==> config.mk <==
export PLATFORM = sky130hd
export DESIGN_NAME = output_compare_channel
export DESIGN_NICKNAME = d
export VERILOG_FILES = /design/src/pkg/occ_pkg.sv /design/src/core/output_compare_channel.sv
export VERILOG_INCLUDE_DIRS = /design/src /design/src/pkg
export SDC_FILE = /design/constraint.sdc
export NUM_CORES = 1
export LEC_CHECK = 0
export ABC_AREA = 1
export BUFFER_PORTS_ARGS = -buffer_cell sky130_fd_sc_hd__buf_2
export CORE_MARGIN = 1
export CORE_UTILIZATION = 35
export CTS_BUF_LIST = sky130_fd_sc_hd__clkbuf_8 sky130_fd_sc_hd__clkbuf_16
export DETAILED_ROUTE_END_ITERATION = 8
export GPL_TIMING_DRIVEN = 0
export PLACE_DENSITY = 0.47
export SYNTH_ARGS = -nofsm -noshare
export SYNTH_HDL_FRONTEND = slang
export SYNTH_SLANG_ARGS = --single-unit
==> constraint.sdc <==
create_clock -name ref_clk -period 2.5 [get_ports ref_clk]
set_clock_uncertainty 0.2 [all_clocks]
set_input_delay 0.125 -clock ref_clk [delete_from_list [all_inputs] [get_ports ref_clk]]
set_output_delay 0.125 -clock ref_clk [all_outputs]
set_load 0.02 [all_outputs]
==> src/pkg/occ_params.svh <==
// Register indices, field reset values and selector codes of the compare channel
`ifndef OCC_PARAMS_SVH
`define OCC_PARAMS_SVH

`define OCC_ADDR_W        4
`define OCC_IDX_CTL_ONE   4'h0
`define OCC_IDX_CTL_TWO   4'h1
`define OCC_IDX_PRI_LO    4'h2
`define OCC_IDX_SEC_LO    4'h3
`define OCC_IDX_PRI_HI    4'h4
`define OCC_IDX_SEC_HI    4'h5
`define OCC_IDX_TMR_LO    4'h6
`define OCC_IDX_TMR_HI    4'h7

`define OCC_CTL_ONE_RESET 16'h0000
`define OCC_CTL_TWO_RESET 16'h000C
`define OCC_SEL_NONE      5'h00
`define OCC_SEL_SEC_MATCH 5'h1F
`define OCC_MASK_16       32'h0000FFFF
`define OCC_MASK_32       32'hFFFFFFFF
`define OCC_TMR_ZERO      32'h00000000
`define OCC_TMR_STEP      32'h00000001

`endif

==> src/pkg/occ_pkg.sv <==
// Types shared by the output compare channel
`include "occ_params.svh"
`default_nettype none
package occ_pkg;

    typedef enum logic [2:0] {
        MODE_OFF       = 3'b000,
        MODE_SHOT_HIGH = 3'b001,
        MODE_SHOT_LOW  = 3'b010,
        MODE_TOGGLE    = 3'b011,
        MODE_DBL_SHOT  = 3'b100,
        MODE_DBL_CONT  = 3'b101,
        MODE_PWM_EDGE  = 3'b110,
        MODE_PWM_CTR   = 3'b111
    } mode_t;

    typedef struct packed {
        logic [7:0] rsv_hi;
        logic       fault_input_enable_bit;
        logic [1:0] rsv_mid;
        logic       fault_status_flag;
        logic       rsv_lo;
        mode_t      compare_mode_field;
    } ctl_one_t;

    typedef struct packed {
        logic       fault_mode_bit;
        logic       fault_output_level_bit;
        logic       fault_tristate_bit;
        logic       output_invert_bit;
        logic [2:0] rsv;
        logic       cascade_enable_bit;
        logic       trigger_select_bit;
        logic       trigger_status_bit;
        logic       pin_direction_bit;
        logic [4:0] source_select_field;
    } ctl_two_t;

    typedef struct packed {
        logic [`OCC_ADDR_W-1:0] addr;
        logic [15:0]            wdata;
        logic                   wr;
        logic                   rd;
    } bus_req_t;

    typedef struct packed {
        ctl_one_t    c1;
        ctl_two_t    c2;
        logic [31:0] pri;
        logic [31:0] sec;
        logic [31:0] pri_buf;
        logic [31:0] sec_buf;
        logic [31:0] timer;
        logic        level;
        logic        done;
        logic        phase;
        logic        fault;
        logic [15:0] rdata;
        logic        pin_out;
        logic        pin_oe;
        logic        trig_out;
    } state_t;

endpackage
`default_nettype wire

==> src/core/output_compare_channel.sv <==
// Output compare channel: timer, compare modes, fault, trigger and registers
// Operation
// - Mode 111: high on primary, low on secondary
// - Mode 110: high at zero, low on primary
// - Mode 101: start low, alternate toggles continuously
// - Mode 100: start low, one pulse only
// - Mode 011: toggle on every primary match
// - Mode 010: start high, low once on primary
// - Mode 001: start low, high once on primary
// - Mode 000: channel disabled, no activity
// - Compare values buffered only in pulse modes
// - Fault mode 1: also needs software flag clear
// - Fault mode 0: ends on removal plus period
// - Fault drives output to fault level bit
// - Fault tristate bit floats pin on fault
// - Invert bit inverts channel output
// - Cascade bit makes one 32-bit compare
// - Trigger select: trigger start versus synchronize
// - Trigger: timer held clear, status set running
// - Turning channel off emits trigger out
// - Source select resets to 01100; 11111 secondary
// - External fault acted on only when enabled
//
// The register offsets and strobed register access were left to the implementer.
`include "occ_params.svh"
`default_nettype none

module output_compare_channel
(
    // Clock and reset
    input  wire logic                   ref_clk,
    input  wire logic                   reset,
    // Register port
    input  wire logic [`OCC_ADDR_W-1:0] addr,
    input  wire logic [15:0]            wdata,
    input  wire logic                   wr_en,
    input  wire logic                   rd_en,
    output logic      [15:0]            rdata,
    // Event sources, indexed by the source select code
    input  wire logic [31:0]            sync_events,
    input  wire logic                   external_fault_input,
    // Compare output pin and trigger out
    output logic                        pin_out,
    output logic                        pin_oe,
    output logic                        trig_out
);

    occ_pkg::state_t s;
    occ_pkg::state_t n;
    occ_pkg::bus_req_t req;

    logic [31:0] mask;
    logic        pri_m;
    logic        sec_m;
    logic        pwm;
    logic        sel_evt;
    logic        fault_act;
    logic        period_start;

    assign req = '{addr: addr, wdata: wdata, wr: wr_en, rd: rd_en};

    assign mask = s.c2.cascade_enable_bit ? `OCC_MASK_32 : `OCC_MASK_16;
    assign pri_m = (s.timer == (s.pri & mask));
    assign sec_m = (s.timer == (s.sec & mask));
    assign pwm = (s.c1.compare_mode_field == occ_pkg::MODE_PWM_EDGE)
              || (s.c1.compare_mode_field == occ_pkg::MODE_PWM_CTR);
    assign period_start = (s.timer == `OCC_TMR_ZERO);
    assign fault_act = s.c1.fault_input_enable_bit
                    && external_fault_input;

    // Source 11111 reuses the secondary match, 00000 selects none, others come from outside
    always_comb
    begin
        unique case (s.c2.source_select_field)
            `OCC_SEL_NONE:      sel_evt = 1'b0;
            `OCC_SEL_SEC_MATCH: sel_evt = sec_m;
            default:            sel_evt = sync_events[s.c2.source_select_field];
        endcase
    end

    always_comb
    begin
        n = s;
        n.trig_out = 1'b0;

        // Channel timer
        if (s.c1.compare_mode_field == occ_pkg::MODE_OFF)
            n.timer = `OCC_TMR_ZERO;
        else if (s.c2.trigger_select_bit && !s.c2.trigger_status_bit)
            n.timer = `OCC_TMR_ZERO;
        else if (!s.c2.trigger_select_bit && sel_evt)
            n.timer = `OCC_TMR_ZERO;
        else
            n.timer = (s.timer + `OCC_TMR_STEP) & mask;

        // In the PWM modes shadow values move to the active pair at each period start
        if (pwm && period_start)
        begin
            n.pri = s.pri_buf;
            n.sec = s.sec_buf;
        end

        // Compare behaviour per mode
        unique case (s.c1.compare_mode_field)
            occ_pkg::MODE_OFF:
                n.level = 1'b0;
            occ_pkg::MODE_SHOT_HIGH:
                if (!s.done && pri_m)
                begin
                    n.level = 1'b1;
                    n.done = 1'b1;
                end
            occ_pkg::MODE_SHOT_LOW:
                if (!s.done && pri_m)
                begin
                    n.level = 1'b0;
                    n.done = 1'b1;
                end
            occ_pkg::MODE_TOGGLE:
                if (pri_m)
                    n.level = !s.level;
            occ_pkg::MODE_DBL_SHOT:
                if (!s.done && !s.phase && pri_m)
                begin
                    n.level = 1'b1;
                    n.phase = 1'b1;
                end
                else if (!s.done && s.phase && sec_m)
                begin
                    n.level = 1'b0;
                    n.done = 1'b1;
                end
            occ_pkg::MODE_DBL_CONT:
                if ((!s.phase && pri_m) || (s.phase && sec_m))
                begin
                    n.level = !s.level;
                    n.phase = !s.phase;
                end
            occ_pkg::MODE_PWM_EDGE:
                // A primary value of zero gives zero duty, so low wins
                if (pri_m)
                    n.level = 1'b0;
                else if (period_start)
                    n.level = 1'b1;
            occ_pkg::MODE_PWM_CTR:
                if (sec_m)
                    n.level = 1'b0;
                else if (pri_m)
                    n.level = 1'b1;
        endcase

        // Register writes
        if (req.wr)
        begin
            unique case (req.addr)
                `OCC_IDX_CTL_ONE:
                begin
                    n.c1.fault_input_enable_bit = req.wdata[7];
                    // The flag is cleared by writing zero, never set by software
                    if (!req.wdata[4])
                        n.c1.fault_status_flag = 1'b0;
                    n.c1.compare_mode_field = occ_pkg::mode_t'(req.wdata[2:0]);
                    if (req.wdata[2:0] != s.c1.compare_mode_field)
                    begin
                        n.timer = `OCC_TMR_ZERO;
                        n.level = (req.wdata[2:0] == occ_pkg::MODE_SHOT_LOW);
                        n.done = 1'b0;
                        n.phase = 1'b0;
                        n.fault = 1'b0;
                    end
                    if (s.c1.compare_mode_field != occ_pkg::MODE_OFF
                        && req.wdata[2:0] == occ_pkg::MODE_OFF)
                        n.trig_out = 1'b1;
                end
                `OCC_IDX_CTL_TWO:
                begin
                    n.c2 = occ_pkg::ctl_two_t'(req.wdata);
                    n.c2.rsv = 3'h0;
                end
                `OCC_IDX_PRI_LO:
                begin
                    n.pri_buf[15:0] = req.wdata;
                    if (!pwm)
                        n.pri[15:0] = req.wdata;
                end
                `OCC_IDX_SEC_LO:
                begin
                    n.sec_buf[15:0] = req.wdata;
                    if (!pwm)
                        n.sec[15:0] = req.wdata;
                end
                `OCC_IDX_PRI_HI:
                begin
                    n.pri_buf[31:16] = req.wdata;
                    if (!pwm)
                        n.pri[31:16] = req.wdata;
                end
                `OCC_IDX_SEC_HI:
                begin
                    n.sec_buf[31:16] = req.wdata;
                    if (!pwm)
                        n.sec[31:16] = req.wdata;
                end
                default: ;
            endcase
        end

        // Hardware sets come last so they win over a same-cycle clear
        if (s.c2.trigger_select_bit && sel_evt
            && s.c1.compare_mode_field != occ_pkg::MODE_OFF)
            n.c2.trigger_status_bit = 1'b1;
        if (fault_act)
            n.c1.fault_status_flag = 1'b1;

        // Fault entry and exit, only meaningful in the pulse modes
        if (pwm && fault_act)
            n.fault = 1'b1;
        else if (s.fault && !fault_act && period_start
                 && (!s.c2.fault_mode_bit || !n.c1.fault_status_flag))
            n.fault = 1'b0;

        // Pin stage from the next-state values, so it stays registered
        n.pin_out = n.fault ? n.c2.fault_output_level_bit
                            : (n.level ^ n.c2.output_invert_bit);
        n.pin_oe = !n.c2.pin_direction_bit
                && !(n.fault && n.c2.fault_tristate_bit);

        // Read data stands only in the cycle after the read strobe
        n.rdata = 16'h0000;
        if (req.rd)
        begin
            unique case (req.addr)
                `OCC_IDX_CTL_ONE: n.rdata = s.c1;
                `OCC_IDX_CTL_TWO: n.rdata = s.c2;
                `OCC_IDX_PRI_LO:  n.rdata = s.pri_buf[15:0];
                `OCC_IDX_SEC_LO:  n.rdata = s.sec_buf[15:0];
                `OCC_IDX_PRI_HI:  n.rdata = s.pri_buf[31:16];
                `OCC_IDX_SEC_HI:  n.rdata = s.sec_buf[31:16];
                `OCC_IDX_TMR_LO:  n.rdata = s.timer[15:0];
                `OCC_IDX_TMR_HI:  n.rdata = s.timer[31:16];
                default:          n.rdata = 16'h0000;
            endcase
        end
    end

    always_ff @(posedge ref_clk)
    begin
        if (reset)
        begin
            s <= '0;
            s.c1 <= `OCC_CTL_ONE_RESET;
            s.c2 <= `OCC_CTL_TWO_RESET;
            s.pin_oe <= 1'b1;
        end
        else
            s <= n;
    end

    assign rdata = s.rdata;
    assign pin_out = s.pin_out;
    assign pin_oe = s.pin_oe;
    assign trig_out = s.trig_out;
endmodule // output_compare_channel
`default_nettype wire

# After elaboration in Yosys (flattened, before gate mapping)
# Cells that the tools add are included.
# op_classes
add_sub_neg,1
order_cmp,1
n_eq_ne,19
n_mux,50
n_bitwise,7
n_reduce_logical,50
# op_table
cell,n
$mux W16,12
$mux W179,1
$mux W32,4
$pmux W16 S8,1
$and A32 B32 Y32,3
$mux W36,2
$eq A32 B32 Y1,2
$mux W64,1
$add A32 B1 Y32 const B,1
$logic_not A32 Y1,1
$logic_and A1 B1 Y1,20
$mux W1,20
$eq A4 B3 Y1 const B,4
$mux W15,1
$reduce_and A2 Y1,7
$eq A3 B3 Y1 const B,4
$logic_not A1 Y1,10
$eq A3 B2 Y1 const B,3
$eq A4 B2 Y1 const B,2
$pmux W1 S8,1
$logic_not A3 Y1,2
$lt A5 B6 Y1 const B,1
$mux W2,3
$bmux W1 S5,1
15 further kinds,21
# word_totals
reg_bits,201
input_bits,57
output_inout_bits,19
word_cells,155

# Depth between registers and ports, before layout
# depth
word_depth,16
mapped_depth,22
ltp_nobuf,21

# Worst setup path before layout
# OpenSTA, ideal clock, no wires.
# synth_timing
path_type,register to register
start,register s[31] (netlist bit)
end,register s (netlist bit pin_out)
setup_time_ps,109
arrival_time_ps,1958
t_required_ps,2191
slack_ps,233
stages_incl_launch_ff,18
synth_period_minus_slack_ps,2267
path_cell_list,dfxtp_1 > clkbuf_1 > xnor2_1 > nand2_1 > nor2_1 > nand2_1 > nor2_1 > nand2_1 > ha_1 > nand2_1 > nand2_1 > inv_1 > a21oi_1 > nand2_1 > nand3_1 > nand3_1 > nand2_1 > inv_1
# synth_via
elab_chain_cells,10
# synth_lines
item,line_no,text
from (decl),output_compare_channel.sv:48,occ_pkg::state_t s;
from (signal assigned),output_compare_channel.sv:256,s <= n;
$eq A32 B32 Y1 (on tied branches),"output_compare_channel.sv:64, output_compare_channel.sv:63",
$logic_and A1 B1 Y1 (on tied branches),"output_compare_channel.sv:128, output_compare_channel.sv:134",
$mux W2 / $logic_or A1 B1 Y1 (equally long branches),"output_compare_channel.sv:128, output_compare_channel.sv:134",
$mux W1 (on tied branches),"output_compare_channel.sv:123, output_compare_channel.sv:134",
$pmux W1 S8,output_compare_channel.sv:104,unique case (s.c1.compare_mode_field)
$mux W36,output_compare_channel.sv:163,if (req.wdata[2:0] != s.c1.compare_mode_field)
$mux W36,output_compare_channel.sv:155,unique case (req.addr)
$mux W179,output_compare_channel.sv:153,if (req.wr)
$xor A1 B1 Y1,output_compare_channel.sv:224,: (n.level ^ n.c2.output_invert_bit);
$mux W1 (*),output_compare_channel.sv:223,n.pin_out = n.fault ? n.c2.fault_output_level_bit
# Every way passes the cells marked *; elsewhere a longest branch is shown, timed or not. The select of a mux whose other input is x is not followed.
# A chain may end at the register's enable or synchronous reset.

# Worst setup path after layout
# layout_timing
start,register s[34] (netlist bit)
end,register s (netlist bit pin_out)
# The elaborated chain is that of the path after synthesis.

==> flow_metrics.tcl <==
set metrics [dict create \
    outcome "complete, but fails checks" \
    failed_checks "setup timing" \
    fillers 3156 \
    detailedPlacementHpwl_mm 34.4 \
    crit_start "s[34]" \
    io_pins 76 \
    hold_ws_ps 45.9 \
    route.vias.total 11309 \
    top_usage_layer "met2" \
    cts_buffers 25 \
    use_met2_pct 45.1 \
    num_rows 63 \
    drc 0 \
    first_global_vias 10474 \
    tritoncts "yes" \
    worstPathRequired_ps 2740 \
    number_of_library_cell_types_mapped_by_synthesis 49 \
    fin_crit_sh_pct 103 \
    setup_slack_ps -78.0 \
    max-cap-violations 0 \
    final_nets 1732 \
    ratio_of_cells_with_drive_above_1_in_the_final_layout_pct 18.2 \
    ys.warnings.count 0 \
    htreeDepth 1 \
    place_ws_ps -874 \
    max_freq_mhz 388 \
    clock_path_buffers 3 \
    layout-area-overhead-vs-synth_pct 23.8 \
    multiInputGateArea_mm2 0.00572 \
    synthesis.area_mm2 0.0107 \
    timing.max_slew.rel_slack_pct 23.8 \
    met3_usage_pct 3.78 \
    timing.hold.worst.start "wdata[6]" \
    finalCriticalPeriod_ps 2580 \
    ctsRootBufferMaster "sky130_fd_sc_hd__clkbuf_16" \
    grt_pass1_wl_mm 67.5 \
    synth_seq_cells 201 \
    cellPowerDensity_mw_per_mm2 578 \
    global_routing_usage_summed_across_all_routing_layers_pct 29.1 \
    cp-start-kind "flop" \
    critPathMaxFanout 6 \
    grt.met1_usage_pct 41.7 \
    fp.coreArea_mm2 0.0299 \
    synth.avg_cell_area_um2 6.94 \
    postSynth.topFlopCell "sky130_fd_sc_hd__dfxtp_1" \
    vias_per_cell 5.44 \
    rr_startpoint "s[34]" \
    clkLatencyLatePin_ps 540 \
    die-area_mm2 0.0313 \
    hp-class "in2reg" \
    antenna_found_initial 0 \
    final_hold_viol_count 0 \
    synth.yosys.seq_area_share_pct 37.6 \
    overflow 0 \
    floorplan.die.width_um 177 \
    register_area_mm2 0.00405 \
    slew_violations 0 \
    timing.critical_path.arrival_ps 2820 \
    clkSlewWorstSetupHoldPaths_ps 60 \
    portbufs 59 \
    wl_per_cell_um 21.9 \
    setup_violations 14 \
    critPathKind "reg2reg" \
    mapped_nets 1601 \
    worst_setup_path_end_kind "flop" \
    vdd_drop_max_mv 0.396 \
    drt_pre_antenna_iters 5 \
    floorplan.die.height_um 177 \
    instance_count_of_the_mapped_netlist 1541 \
    cts.sink_count 201 \
    rsz0062_at_grt "true" \
    first_iter_violations 1227 \
    antenna_violating_nets_post_route 0 \
    post_synth_edffs 0 \
    worst_slew_pin_slew_ps 1110 \
    routabilityCongestion 0.983 \
    grt_start_max_net_pins 13 \
    drt-total-wl_mm 45.6 \
    power.static_leakage_nw 5.08 \
    initial_core_util_pct 35.8 \
    postSynth.asyncResetShare_pct 0 \
]
-- cell type report --
type / instances / share of cell area (%)
Clock inverter: 10 / 0.785
Sequential cell: 201 / 30.6
Antenna cell: 1 / 0.0189
Timing Repair Buffer: 109 / 6.18
Buffer: 110 / 5.09
Tap cell: 390 / 3.69
Multi-Input combinational cell: 1052 / 43.2
Clock buffer: 33 / 5.56
Inverter: 173 / 4.92
-- final timing paths --
check / cells after the start / slack, ps / endpoint
hold reg to reg: 1 / 240 / s[23]
setup / recovery: 17 / -80 / pin_out
setup reg to reg: 17 / -80 / pin_out
hold / removal: 3 / 50 / s[157]
-- cell usage in the layout, fill, tap and decap left out, types with 9 or more instances in the layout --
| cell type | n |
|---|---|
| sky130_fd_sc_hd__dfxtp_1 | 189 |
| sky130_fd_sc_hd__xor2_1 | 17 |
| sky130_fd_sc_hd__o21ai_0 | 63 |
| sky130_fd_sc_hd__buf_6 | 12 |
| sky130_fd_sc_hd__nor2_2 | 19 |
| sky130_fd_sc_hd__nand4_1 | 24 |
| sky130_fd_sc_hd__nand2_1 | 351 |
| sky130_fd_sc_hd__nand3_1 | 89 |
| sky130_fd_sc_hd__o22ai_1 | 48 |
| sky130_fd_sc_hd__nor3_1 | 19 |
| sky130_fd_sc_hd__a21oi_1 | 153 |
| sky130_fd_sc_hd__clkbuf_16 | 26 |
| sky130_fd_sc_hd__dlygate4sd3_1 | 20 |
| sky130_fd_sc_hd__buf_2 | 75 |
| sky130_fd_sc_hd__nand2_2 | 11 |
| sky130_fd_sc_hd__nand3_2 | 11 |
| sky130_fd_sc_hd__dfxtp_2 | 9 |
| sky130_fd_sc_hd__nor2_4 | 12 |
| sky130_fd_sc_hd__nor2_1 | 65 |
| sky130_fd_sc_hd__o211ai_1 | 62 |
| sky130_fd_sc_hd__buf_4 | 48 |
| sky130_fd_sc_hd__xnor2_1 | 30 |
| sky130_fd_sc_hd__clkbuf_1 | 49 |
| sky130_fd_sc_hd__inv_1 | 151 |
| sky130_fd_sc_hd__inv_2 | 24 |
-- where the power goes --
group | switching (mW) | leakage (nW) | internal, mW
clock network | 1.50 | 0.424 | 2.25
registers | 0.0330 | 1.63 | 3.24
logic | 0.412 | 3.03 | 0.203
total | 1.95 | 5.08 | 5.70
-- layer usage --
layer,vias up,share of wire (%)
met5,-,0
met4,0,3.1
met3,80,7.3
met2,459,44
met1,5365,46
li1,5405,-
-- state kept, by name (all words and copies together), names as in the netlist --
name	count
pin_out	1
trig_out	1
s	182
pin_oe	1
rdata	16
-- cell usage after synthesis (4+ instances only) --
| cell type | count | area (um2) |
|---|---|---|
| sky130_fd_sc_hd__o21ai_0 | 64 | 320 |
| sky130_fd_sc_hd__buf_4 | 22 | 165 |
| sky130_fd_sc_hd__nand2_1 | 359 | 1350 |
| sky130_fd_sc_hd__a2111oi_0 | 7 | 61.3 |
| sky130_fd_sc_hd__or2_2 | 5 | 31.3 |
| sky130_fd_sc_hd__o22ai_1 | 48 | 300 |
| sky130_fd_sc_hd__o211ai_1 | 62 | 465 |
| sky130_fd_sc_hd__nand2_2 | 5 | 31.3 |
| sky130_fd_sc_hd__buf_2 | 27 | 135 |
| sky130_fd_sc_hd__nand4_1 | 24 | 150 |
| sky130_fd_sc_hd__dfxtp_1 | 201 | 4020 |
| sky130_fd_sc_hd__nand3_1 | 98 | 490 |
| sky130_fd_sc_hd__buf_6 | 5 | 56.3 |
| sky130_fd_sc_hd__o21bai_1 | 4 | 30.0 |
| sky130_fd_sc_hd__nand3_2 | 6 | 60.1 |
| sky130_fd_sc_hd__nor2_2 | 12 | 75.1 |
| sky130_fd_sc_hd__xor2_1 | 17 | 149 |
| sky130_fd_sc_hd__a32o_1 | 4 | 40.0 |
| sky130_fd_sc_hd__nand3b_1 | 6 | 45.0 |
| sky130_fd_sc_hd__nor4_1 | 6 | 37.5 |
| sky130_fd_sc_hd__xnor2_1 | 30 | 263 |
| sky130_fd_sc_hd__clkbuf_1 | 58 | 218 |
| sky130_fd_sc_hd__nor3_1 | 23 | 115 |
| sky130_fd_sc_hd__a21oi_1 | 154 | 771 |
| sky130_fd_sc_hd__nor2_1 | 81 | 304 |
| sky130_fd_sc_hd__inv_2 | 13 | 48.8 |
| sky130_fd_sc_hd__inv_1 | 159 | 597 |
-- cells by family (layout without fill, tap and decap cells) --
logic type	count (synthesis)	after routing	share of synthesized area, %
buffers and inverters	288	435	11.6
adder cells (fa/ha/maj)	3	3	0.351
other	0	1	0
flip-flops	201	201	37.6
AND/OR/NAND/NOR	641	641	26.7
multiplexers	1	1	0.0936
XOR/XNOR	47	47	3.85
AO/OA/AOI/OAI	360	360	19.8
-- what timing repair did --
item	4_1_cts	5_1_grt
hold endpoints to repair	111	0
endpoints found under the setup margin	102	95
resized for setup	67	74
gates cloned	3	1
setup buffers	18	8
hold buffers	20	0
pin swaps	16	29
-- worst max-delay path, cell delays in order, from the launching register on --
cell,delay (ps)
sky130_fd_sc_hd__dfxtp_2,410
sky130_fd_sc_hd__inv_1,120
sky130_fd_sc_hd__nand2_1,80
sky130_fd_sc_hd__nand4_1,90
sky130_fd_sc_hd__nor2_1,170
sky130_fd_sc_hd__nand2_1,150
sky130_fd_sc_hd__nor2_4,250
sky130_fd_sc_hd__nand2_2,120
sky130_fd_sc_hd__ha_4,280
sky130_fd_sc_hd__nand2_2,40
sky130_fd_sc_hd__nand2_1,50
sky130_fd_sc_hd__inv_1,50
sky130_fd_sc_hd__a21oi_2,150
sky130_fd_sc_hd__nand2_2,80
sky130_fd_sc_hd__nand3_1,70
sky130_fd_sc_hd__nand3_1,80
sky130_fd_sc_hd__nand2_1,60
sky130_fd_sc_hd__inv_1,40
-- metrics by stage --
stage	TNS [ps]	instance area (um2)	util [%]	power, mW	instances
final	-364	13200	44.3	7.64	2079
after CTS	-57.3	12900	43.2	7.65	2070
after global placement	-76550	11500	38.4	3.86	1990
after detailed placement	-72620	11500	38.4	3.86	1990
after floorplan	0	10700	-	3.63	1541
after global routing	-6740	13200	44.3	7.85	2078
No activity file was read; power rests on OpenSTA's default activity.
